$ cat src/include/dcs_pkg.sv
// Purpose: shared constants and types for the oscillator control block
// Assumes: one 100 MHz core clock; serial pins sampled as synchronous inputs
// Notes:   command codes, word fields and pipeline depths live here only
package dcs_pkg;

  localparam int unsigned CLK_PERIOD_NS = 10;

  // Serial word layout
  localparam int unsigned WORD_BITS     = 16;
  localparam int unsigned CNT_BITS      = 4;
  localparam logic [3:0]  LAST_BIT      = 4'hf;
  localparam int unsigned CMD_HI        = 15;
  localparam int unsigned CMD_LO        = 12;
  localparam int unsigned ADDR_HI       = 11;
  localparam int unsigned ADDR_LO       = 8;
  localparam int unsigned BYTE_HI       = 7;
  localparam int unsigned BYTE_LO       = 0;
  localparam int unsigned KIND_HI       = 15;
  localparam int unsigned KIND_LO       = 14;
  localparam int unsigned SYNC_BIT      = 13;
  localparam int unsigned ORIGIN_BIT    = 12;
  localparam int unsigned SLEEP_BIT     = 13;
  localparam int unsigned ACCRST_BIT    = 12;
  localparam int unsigned CLEAR_BIT     = 11;
  localparam int unsigned FBIT_POS      = 11;
  localparam int unsigned PBIT_HI       = 10;
  localparam int unsigned PBIT_LO       = 9;
  // Address bits picking the target register and the frequency half
  localparam int unsigned AREG_HI       = 10;
  localparam int unsigned AREG_LO       = 9;
  localparam int unsigned AHALF_POS     = 9;
  localparam int unsigned AFREG_POS     = 10;

  // Word kinds in the top two bits
  localparam logic [1:0] KIND_SYNC_SRC  = 2'h2;
  localparam logic [1:0] KIND_PWR_CLR   = 2'h3;

  // Data commands
  localparam logic [3:0] CMD_PHASE_16   = 4'h0;
  localparam logic [3:0] CMD_PHASE_8    = 4'h1;
  localparam logic [3:0] CMD_FREQ_16    = 4'h2;
  localparam logic [3:0] CMD_FREQ_8     = 4'h3;
  localparam logic [3:0] CMD_SEL_PHASE  = 4'h4;
  localparam logic [3:0] CMD_SEL_FREQ   = 4'h5;
  localparam logic [3:0] CMD_SEL_BOTH   = 4'h6;

  // Datapath widths
  localparam int unsigned ACC_BITS      = 32;
  localparam int unsigned PHASE_BITS    = 12;
  localparam int unsigned HALF_BITS     = 16;
  localparam int unsigned FREQ_REGS     = 2;
  localparam int unsigned PHASE_REGS    = 4;
  localparam logic [31:0] ACC_ZERO      = 32'h0000_0000;

  // Pipeline depths: load strobe taps and output stages
  localparam int unsigned LOAD_TAPS     = 3;
  localparam int unsigned TAP_BYPASS    = 0;
  localparam int unsigned TAP_SYNC      = 2;
  localparam int unsigned OUT_STAGES    = 2;

  typedef enum logic [1:0] {
    SER_IDLE  = 2'b00,
    SER_SHIFT = 2'b01,
    SER_WAIT  = 2'b10
  } dcs_ser_state_type;

  typedef struct packed {
    logic       freq;
    logic [1:0] phase;
  } dcs_select_type;

  localparam dcs_select_type SEL_ZERO = '{freq: 1'b0, phase: 2'h0};

endpackage

$ cat src/logic/dcs_delay_line.sv
// Purpose: fixed-depth register chain exposing every tap
// Assumes: synchronous active-high reset
// Notes:   used for the load strobe pipeline and the output stages
`timescale 1ns/1ps
`default_nettype none
module dcs_delay_line #(
  parameter int unsigned WIDTH  = 1,
  parameter int unsigned STAGES = 2
) (
  // Clock and reset
  input  wire logic                           clk_sys,
  input  wire logic                           sys_rst,
  // Data
  input  wire logic [WIDTH-1:0]               din,
  output logic      [STAGES-1:0][WIDTH-1:0]   taps
);

  logic [STAGES-1:0][WIDTH-1:0] chain_reg;
  logic [STAGES-1:0][WIDTH-1:0] chain_next;

  always_comb
  begin
    chain_next = {chain_reg[STAGES-2:0], din};
  end

  always_ff @(posedge clk_sys)
  begin
    if (sys_rst)
      chain_reg <= '0;
    else
      chain_reg <= chain_next;
  end

  assign taps = chain_reg;

endmodule // dcs_delay_line
`default_nettype wire

$ cat src/logic/dcs_control_sync.sv
// Purpose: serial command decoder, register loader and select pipeline of an NCO
// Assumes: serial and select pins synchronous to clk_sys; clk_sys is the master clock
// Notes:   frequency and phase word registers hold no reset value on purpose
// How it works
// - Sync on: loaded word is applied only after two extra pipeline stages.
// - Sync on: select pins pass extra sampling stages on the core clock.
// - Sync off: loads and select sampling skip the extra stages.
// - Sync on: a select value is taken only once stable two cycles.
// - Data word: command 15..12, address 11..8, data byte 7..0, MSB first.
// - Top bits 10: bit 13 sets sync enable, bit 12 select origin.
// - Top bits 11: bit 13 sleep, bit 12 accumulator reset, bit 11 clear.
// - Sync off: phase select pin change controls output six cycles later, frequency select seven.
// - Sync on: phase select pin change controls output eight cycles later, frequency select nine.
// - Unsettled select pins may cost one extra cycle of latency.
// - Sync off: write to selected phase register reaches output in six cycles, frequency register in seven.
// - Sync on: write to selected phase register reaches output in eight cycles, frequency register in nine.
// - Accumulator reset holds the phase accumulator at zero.
// - Clear zeroes sync enable and select origin.
// - After clear both stay off until a new sync/origin word arrives.
// - Accumulator reset leaves frequency and phase registers untouched.
// - Output resumes six cycles (sync off) or eight (sync on) after the word releasing accumulator reset is transferred.
// - Phase accumulator is 32 bits, advancing by the selected frequency word.
// - Selected 12-bit phase register is added to the output phase.
// - Two frequency registers, chosen each cycle by the frequency select.
// - Four phase registers, chosen by the two phase select inputs.
// - Origin 0 takes selection from pins, origin 1 from stored bits.
// - Word is transferred after the sixteenth falling serial clock edge.
// - Commands park a byte in defer or write 16 bits to a frequency half or 12 bits to a phase register.
// - Clear is a one-cycle pulse that returns to zero by itself.
`timescale 1ns/1ps
`default_nettype none
module dcs_control_sync (
  // Clock and reset
  input  wire logic        clk_sys,
  input  wire logic        sys_rst,
  // Serial port
  input  wire logic        ser_clk,
  input  wire logic        ser_data,
  input  wire logic        frame_sync_n,
  // Select pins
  input  wire logic        freq_choice_input,
  input  wire logic [1:0]  phase_choice_inputs,
  // Output and status
  output logic      [11:0] wave_phase,
  output logic             power_down,
  output logic             acc_held
);

  // Serial receiver
  dcs_pkg::dcs_ser_state_type ser_state_reg, ser_state_next;
  logic [3:0]  bit_cnt_reg, bit_cnt_next;
  logic [15:0] shift_reg, shift_next;
  logic [15:0] word_reg, word_next;
  logic        sclk_prev_reg;
  logic        strobe_reg, strobe_next;
  logic        sclk_fall;

  assign sclk_fall = sclk_prev_reg & ~ser_clk;

  always_comb
  begin
    ser_state_next = ser_state_reg;
    bit_cnt_next   = bit_cnt_reg;
    shift_next     = shift_reg;
    word_next      = word_reg;
    strobe_next    = 1'b0;
    if (frame_sync_n)
    begin
      ser_state_next = dcs_pkg::SER_IDLE;
      bit_cnt_next   = '0;
    end
    else if (ser_state_reg != dcs_pkg::SER_WAIT && sclk_fall)
    begin
      shift_next   = {shift_reg[14:0], ser_data};
      bit_cnt_next = bit_cnt_reg + 4'h1;
      ser_state_next = dcs_pkg::SER_SHIFT;
      if (bit_cnt_reg == dcs_pkg::LAST_BIT)
      begin
        word_next      = {shift_reg[14:0], ser_data};
        strobe_next    = 1'b1;
        ser_state_next = dcs_pkg::SER_WAIT;
      end
    end
  end

  always_ff @(posedge clk_sys)
  begin
    if (sys_rst)
    begin
      ser_state_reg <= dcs_pkg::SER_IDLE;
      bit_cnt_reg   <= '0;
      shift_reg     <= '0;
      word_reg      <= '0;
      sclk_prev_reg <= 1'b0;
      strobe_reg    <= 1'b0;
    end
    else
    begin
      ser_state_reg <= ser_state_next;
      bit_cnt_reg   <= bit_cnt_next;
      shift_reg     <= shift_next;
      word_reg      <= word_next;
      sclk_prev_reg <= ser_clk;
      strobe_reg    <= strobe_next;
    end
  end

  // Load strobe pipeline
  logic [2:0][0:0] load_taps;
  logic            sync_en_reg;
  logic            apply;

  dcs_delay_line #(.WIDTH(1), .STAGES(dcs_pkg::LOAD_TAPS)) u_load_pipe (
    .clk_sys (clk_sys),
    .sys_rst (sys_rst),
    .din     (strobe_reg),
    .taps    (load_taps)
  );

  assign apply = sync_en_reg ? load_taps[dcs_pkg::TAP_SYNC][0]
                             : load_taps[dcs_pkg::TAP_BYPASS][0];

  // Command decode and register file
  logic [3:0]  cmd;
  logic [3:0]  addr;
  logic [7:0]  data_byte;
  logic [15:0] joined;

  assign cmd       = word_reg[dcs_pkg::CMD_HI:dcs_pkg::CMD_LO];
  assign addr      = word_reg[dcs_pkg::ADDR_HI:dcs_pkg::ADDR_LO];
  assign data_byte = word_reg[dcs_pkg::BYTE_HI:dcs_pkg::BYTE_LO];

  logic [7:0]  defer_reg, defer_next;
  logic        origin_reg, origin_next;
  logic        sync_en_next;
  logic        sleep_reg, sleep_next;
  logic        accrst_reg, accrst_next;
  logic        clear_reg, clear_next;
  dcs_pkg::dcs_select_type bit_sel_reg, bit_sel_next;
  logic [1:0][31:0] freq_word_reg, freq_word_next;
  logic [3:0][11:0] phase_word_reg, phase_word_next;

  assign joined = {data_byte, defer_reg};

  always_comb
  begin
    defer_next      = defer_reg;
    origin_next     = origin_reg;
    sync_en_next    = sync_en_reg;
    sleep_next      = sleep_reg;
    accrst_next     = accrst_reg;
    clear_next      = 1'b0;
    bit_sel_next    = bit_sel_reg;
    freq_word_next  = freq_word_reg;
    phase_word_next = phase_word_reg;
    if (clear_reg)
    begin
      sync_en_next = 1'b0;
      origin_next  = 1'b0;
    end
    if (apply)
    begin
      if (word_reg[dcs_pkg::KIND_HI:dcs_pkg::KIND_LO] == dcs_pkg::KIND_PWR_CLR)
      begin
        sleep_next  = word_reg[dcs_pkg::SLEEP_BIT];
        accrst_next = word_reg[dcs_pkg::ACCRST_BIT];
        clear_next  = word_reg[dcs_pkg::CLEAR_BIT];
      end
      else if (word_reg[dcs_pkg::KIND_HI:dcs_pkg::KIND_LO] == dcs_pkg::KIND_SYNC_SRC)
      begin
        sync_en_next = word_reg[dcs_pkg::SYNC_BIT];
        origin_next  = word_reg[dcs_pkg::ORIGIN_BIT];
      end
      else if (cmd == dcs_pkg::CMD_PHASE_8 || cmd == dcs_pkg::CMD_FREQ_8)
        defer_next = data_byte;
      else if (cmd == dcs_pkg::CMD_PHASE_16)
        phase_word_next[addr[dcs_pkg::AREG_HI-dcs_pkg::ADDR_LO:dcs_pkg::AREG_LO-dcs_pkg::ADDR_LO]]
          = joined[11:0];
      else if (cmd == dcs_pkg::CMD_FREQ_16)
      begin
        if (addr[dcs_pkg::AHALF_POS-dcs_pkg::ADDR_LO])
          freq_word_next[addr[dcs_pkg::AFREG_POS-dcs_pkg::ADDR_LO]][31:16] = joined;
        else
          freq_word_next[addr[dcs_pkg::AFREG_POS-dcs_pkg::ADDR_LO]][15:0] = joined;
      end
      else if (cmd == dcs_pkg::CMD_SEL_PHASE || cmd == dcs_pkg::CMD_SEL_BOTH)
      begin
        bit_sel_next.phase = word_reg[dcs_pkg::PBIT_HI:dcs_pkg::PBIT_LO];
        if (cmd == dcs_pkg::CMD_SEL_BOTH)
          bit_sel_next.freq = word_reg[dcs_pkg::FBIT_POS];
      end
      else if (cmd == dcs_pkg::CMD_SEL_FREQ)
        bit_sel_next.freq = word_reg[dcs_pkg::FBIT_POS];
    end
  end

  always_ff @(posedge clk_sys)
  begin
    if (sys_rst)
    begin
      defer_reg   <= '0;
      origin_reg  <= 1'b0;
      sync_en_reg <= 1'b0;
      sleep_reg   <= 1'b0;
      accrst_reg  <= 1'b1;
      clear_reg   <= 1'b0;
      bit_sel_reg <= dcs_pkg::SEL_ZERO;
    end
    else
    begin
      defer_reg   <= defer_next;
      origin_reg  <= origin_next;
      sync_en_reg <= sync_en_next;
      sleep_reg   <= sleep_next;
      accrst_reg  <= accrst_next;
      clear_reg   <= clear_next;
      bit_sel_reg <= bit_sel_next;
    end
  end

  // Word registers keep their contents across every reset
  always_ff @(posedge clk_sys)
  begin
    freq_word_reg  <= freq_word_next;
    phase_word_reg <= phase_word_next;
  end

  // Select path and accumulator
  dcs_pkg::dcs_select_type pins, pin_s1_reg, pin_s2_reg, pin_s3_reg;
  dcs_pkg::dcs_select_type sel_reg, sel_next;
  logic [31:0] freq_now_reg, freq_now_next;
  logic [11:0] phase_now_reg, phase_now_next;
  logic [31:0] acc_reg, acc_next;
  logic [11:0] sum_reg, sum_next;
  logic [1:0][11:0] out_taps;

  assign pins = '{freq: freq_choice_input, phase: phase_choice_inputs};

  always_comb
  begin
    sel_next = sel_reg;
    if (origin_reg)
      sel_next = bit_sel_reg;
    else if (!sync_en_reg)
      sel_next = pin_s1_reg;
    else if (pin_s2_reg == pin_s3_reg)
      sel_next = pin_s3_reg;
    freq_now_next  = freq_word_reg[sel_reg.freq];
    phase_now_next = phase_word_reg[sel_reg.phase];
    if (accrst_reg)
      acc_next = dcs_pkg::ACC_ZERO;
    else if (sleep_reg)
      acc_next = acc_reg;
    else
      acc_next = acc_reg + freq_now_reg;
    sum_next = acc_reg[31:20] + phase_now_reg;
  end

  always_ff @(posedge clk_sys)
  begin
    if (sys_rst)
    begin
      pin_s1_reg    <= dcs_pkg::SEL_ZERO;
      pin_s2_reg    <= dcs_pkg::SEL_ZERO;
      pin_s3_reg    <= dcs_pkg::SEL_ZERO;
      sel_reg       <= dcs_pkg::SEL_ZERO;
      freq_now_reg  <= '0;
      phase_now_reg <= '0;
      acc_reg       <= dcs_pkg::ACC_ZERO;
      sum_reg       <= '0;
    end
    else
    begin
      pin_s1_reg    <= pins;
      pin_s2_reg    <= pin_s1_reg;
      pin_s3_reg    <= pin_s2_reg;
      sel_reg       <= sel_next;
      freq_now_reg  <= freq_now_next;
      phase_now_reg <= phase_now_next;
      acc_reg       <= acc_next;
      sum_reg       <= sum_next;
    end
  end

  dcs_delay_line #(.WIDTH(12), .STAGES(dcs_pkg::OUT_STAGES)) u_out_pipe (
    .clk_sys (clk_sys),
    .sys_rst (sys_rst),
    .din     (sum_reg),
    .taps    (out_taps)
  );

  assign wave_phase = out_taps[dcs_pkg::OUT_STAGES-1];
  assign power_down = sleep_reg;
  assign acc_held   = accrst_reg;
endmodule // dcs_control_sync
`default_nettype wire

$ cat config.mk
export PLATFORM = sky130hd
export DESIGN_NAME = dcs_control_sync
export DESIGN_NICKNAME = d
export VERILOG_FILES = /design/src/include/dcs_pkg.sv /design/src/logic/dcs_delay_line.sv /design/src/logic/dcs_control_sync.sv
export SDC_FILE = /design/constraint.sdc
export NUM_CORES = 1
export LEC_CHECK = 0
export ABC_AREA = 1
export ABC_CLOCK_PERIOD_IN_PS = 2100
export BUFFER_PORTS_ARGS = -buffer_cell sky130_fd_sc_hd__buf_2
export CORE_ASPECT_RATIO = 0.7
export CORE_MARGIN = 2
export CORE_UTILIZATION = 50
export DETAILED_ROUTE_END_ITERATION = 10
export GPL_ROUTABILITY_DRIVEN = 1
export GPL_TIMING_DRIVEN = 0
export PLACE_DENSITY = 0.68
export SLEW_MARGIN = 15
export SYNTH_ARGS = -nofsm -noshare
export SYNTH_HDL_FRONTEND = slang
export SYNTH_SLANG_ARGS = --single-unit
$ cat constraint.sdc
create_clock -name clk_sys -period 2.1 [get_ports clk_sys]
set_clock_uncertainty 0.1 [all_clocks]
set_input_delay 0.105 -clock clk_sys [delete_from_list [all_inputs] [get_ports clk_sys]]
set_output_delay 0.105 -clock clk_sys [all_outputs]
set_load 0.03 [all_outputs]
==> results.md <==
- Initial antenna violation count: 1
- H-tree depth: 1
- Input/output buffers: 20
- Final critical-path required period: around 2.1 ns
- Fraction of layout cells with a size suffix above 1: under 10%
- TritonCTS clock tree: done
- Leak Pwr: between 6 and 7 nW
- Final Non-Filler Cells: slightly above 2k
- Synth Warn #: 0
- First-pass GRT wire length: 50600 um
- DIE WIDTH: 197 um
- Reg2Reg Launch Point: sync_en_reg
- Worst Path Buf+Inv: 1
- Critical Path Source Type: flip-flop
- WL/cell: between 15 and 20 um
- Initial cell density of the core: 50.9%
- Status: complete, but fails checks
- Design Area, Final: 0.0148 mm^2
- Slew Viols, Final: 0
- Combinational Power Share: 4.1%
- DR vias/cell: 5.06
- Final setup fails: 12
- Starting DRT DRC Count: 886
- Count leader, synth: nor2_1
- FP Rows: 49
- Seq pwr share: 53.1%
- Internal reg-to-reg setup slack: -0.03 ns
- Worst rel slew slack: around half
- Pwr Total: 11.3 mW
- Post-Route WL: roughly 32000 um
- Unrepaired setup endpoints after global routing: yes
- Arrival time at the worst endpoint: ~2.2 ns
- Worst hold path endpoint: pin_s1_reg[0]
- Sw Share: a little under a quarter
- Clock latency on the worst-skew pair: around 0.57 ns
- Mapped Cells: 1615
- GR Util All Layers: a little under a quarter
- Cell mode on critical path: nand2_1
- Met1 GRT Util: between 30% and 40%
- GP Congestion: between 0.9 and 1
- DP HPWL: 23400 um
- Die Ht: roughly 140 um
- Post-synth EDFFs: approximately 110
- Cell Int Power: between 8 and 9 mW
- Max FFs per register: 64
- R2r worst-path depth: 6
- WS Path Type: flip-flop to flip-flop
- Final period util: 101%
- Synthesized flop and latch total: ~290
- Die area: about 0.027 mm^2
- Synthesized area: 0.0131 mm^2
- Met3 Use GR: about 3.3%
- Post-DP Area: between 0.01 and 0.015 mm^2
- Final hold violations: 0
- Vias in the first global route: approximately 9.4k
- Worst Setup End Kind: flip-flop
- Pwr/cell area: ~760 mW/mm^2
- Area Overhead vs Synth: 13.3%
- Setup WS pre-CTS: -0.286 ns
- Clock sinks: 293
- Failing checks: setup timing
- Grt peak-use layer: met1
- Vias: 10.3k
- Num CTS Buffers: 28
- Syn Area/Cell: between 8 and 9 um^2
- Crit-path cells: buf_4, nand2_1, o21ai_2, nor3_4, nand2_1, nor2_2
- ANT nets after route: 0
- Grt ovf: 0
- Final Core Density: a little under 60%
- Drt first pass iters: 5
- CP max-delay cell: nor2_2
- R2R Path End: phase_word_reg[26]
- CTS Root Buffer Type: clkbuf_16
- Boundary Pins: 22
- Post-Syn Nets: roughly 1.7k
- Worst hold path type: primary input to flip-flop
- Synth top cells by count: nor2_1, nand2_1, inv_1, dfxtp_1, o21ai_0
- Largest net degree at the start of global routing: 17
- Unique cell type count in the Yosys netlist: 44
- CP max FO: 12
- DRC: 0
- Share of the synthesized area in the top cell type: approximately 28%
- Clock Path Buffers: 3
- Setup WS post-layout: -0.0259 ns
- Clock power frac: ~43%
- Synth Flop Type: dfxtp_1
- Core ar.: about 0.026 mm^2
- Max VDD drop: 0.000634 V
- Hold Crit Start: phase_choice_inputs[0]
- N_diodes: 0
- Slowest stage delay, CP: just over 0.6 ns
- Placed cells: 1966
- Critical path's top delay family: simple AND/OR/NAND/NOR gates
- Max-cap violations: 0
- Post-synth top area cell: dfxtp_1
- Dominant cells by area after synthesis: dfxtp_1, edfxtp_1, nor2_1
- F_max: 470 MHz
- Critical path origin: sync_en_reg
- Register area share after synthesis: between 50 and 60%
- Met2 Track Usage GR: about a third
- Tightest Pin Transition: 0.737 ns
- Critical Path RT: approximately 2.2 ns
- Asr flop ratio synth: 0%
- Clk pin slew, worst setup/hold paths: 0.06 ns
- Fin nets: between 1.5k and 2k
- Psw: 2.60 mW
- Hold Crit Depth: 4
## cell families (layout without fill, tap and decap cells)
| group | Yosys count | count (layout) | share of synthesized area (%) |
|---|---|---|---|
| compound gates | 233 | 233 | 9.33 |
| xor+xnor | 20 | 20 | 1.34 |
| fa+ha+maj | 45 | 45 | 4.42 |
| buf+inv | 301 | 386 | 9.26 |
| flops | 293 | 293 | 53.5 |
| simple gates | 723 | 723 | 22.2 |
## cell usage in the layout, fill, tap and decap left out, types with 14 or more instances in the layout
cell / n
inv_1: 235
nand3_1: 42
edfxtp_1: 112
nand2_1: 299
clkbuf_16: 29
ha_1: 33
nand2_2: 15
dfxtp_1: 176
clkbuf_1: 42
buf_4: 15
buf_2: 30
xor2_1: 14
nor2_1: 326
o21ai_0: 112
a21oi_1: 98
## worst register-to-register path: cells and delay by family, from the launching register on
kind,cells,cell delay [ns]
buffers and inverters,1,0.16
AO/OA/AOI/OAI,1,0.09
AND/OR/NAND/NOR,4,1.10
flip-flops,1,0.30
## final cells by class
type	count	area, um^2
inverter	239	897
clock buffer	37	766
buffer	62	313
sequential	293	6990
timing repair buffer	33	268
tap	331	414
multi-input combinational	1021	5060
fill	2271	10900
clock inverter	15	104
## per-layer routing
metal | routed length [um] | up-vias
met5 | 0 | -
met4 | 452 | 0
met3 | 2090 | 35
met2 | 13300 | 280
met1 | 16300 | 4738
li1 | - | 5222
## power groups by stage
stage | clock network (mW) | logic (mW) | registers [mW]
after floorplan | 0 | 0.307 | 6.08
after global placement | 0 | 0.428 | 6.10
after detailed placement | 0 | 0.435 | 6.11
after CTS | 4.86 | 0.449 | 5.98
after global routing | 5.09 | 0.520 | 5.99
final | 4.82 | 0.465 | 5.99
## repair_timing
action                                  4_1_cts  5_1_grt
setup buffers                                 1        4
endpoints found under the hold margin        28        0
endpoints found under the setup margin      120      130
hold buffers                                  8        0
gates resized for setup                       2       38
pin swaps                                     1        7
## metrics by stage
stage	hold WS, ns	TNS (ns)
final	0.164	-0.231
after detailed placement	0.218	-25.92
after CTS	0.155	-26.44
after global placement	0.208	-43.18
after floorplan	0.112	0
after global routing	0.185	-4.82
## how the worst max path moves through the flow
stage | end | slack [ns] | cells past startpoint
2_1_floorplan | freq_word_reg[0] | 0.02 | 6
3_3_place_gp | freq_word_reg[55] | -0.52 | 6
3_5_place_dp | phase_word_reg[29] | -0.29 | 6
4_1_cts | phase_word_reg[18] | -0.30 | 6
5_1_grt | phase_word_reg[32] | -0.13 | 6
6_report | phase_word_reg[26] | -0.03 | 6
Note: power is estimated with default switching activity, not from simulation.
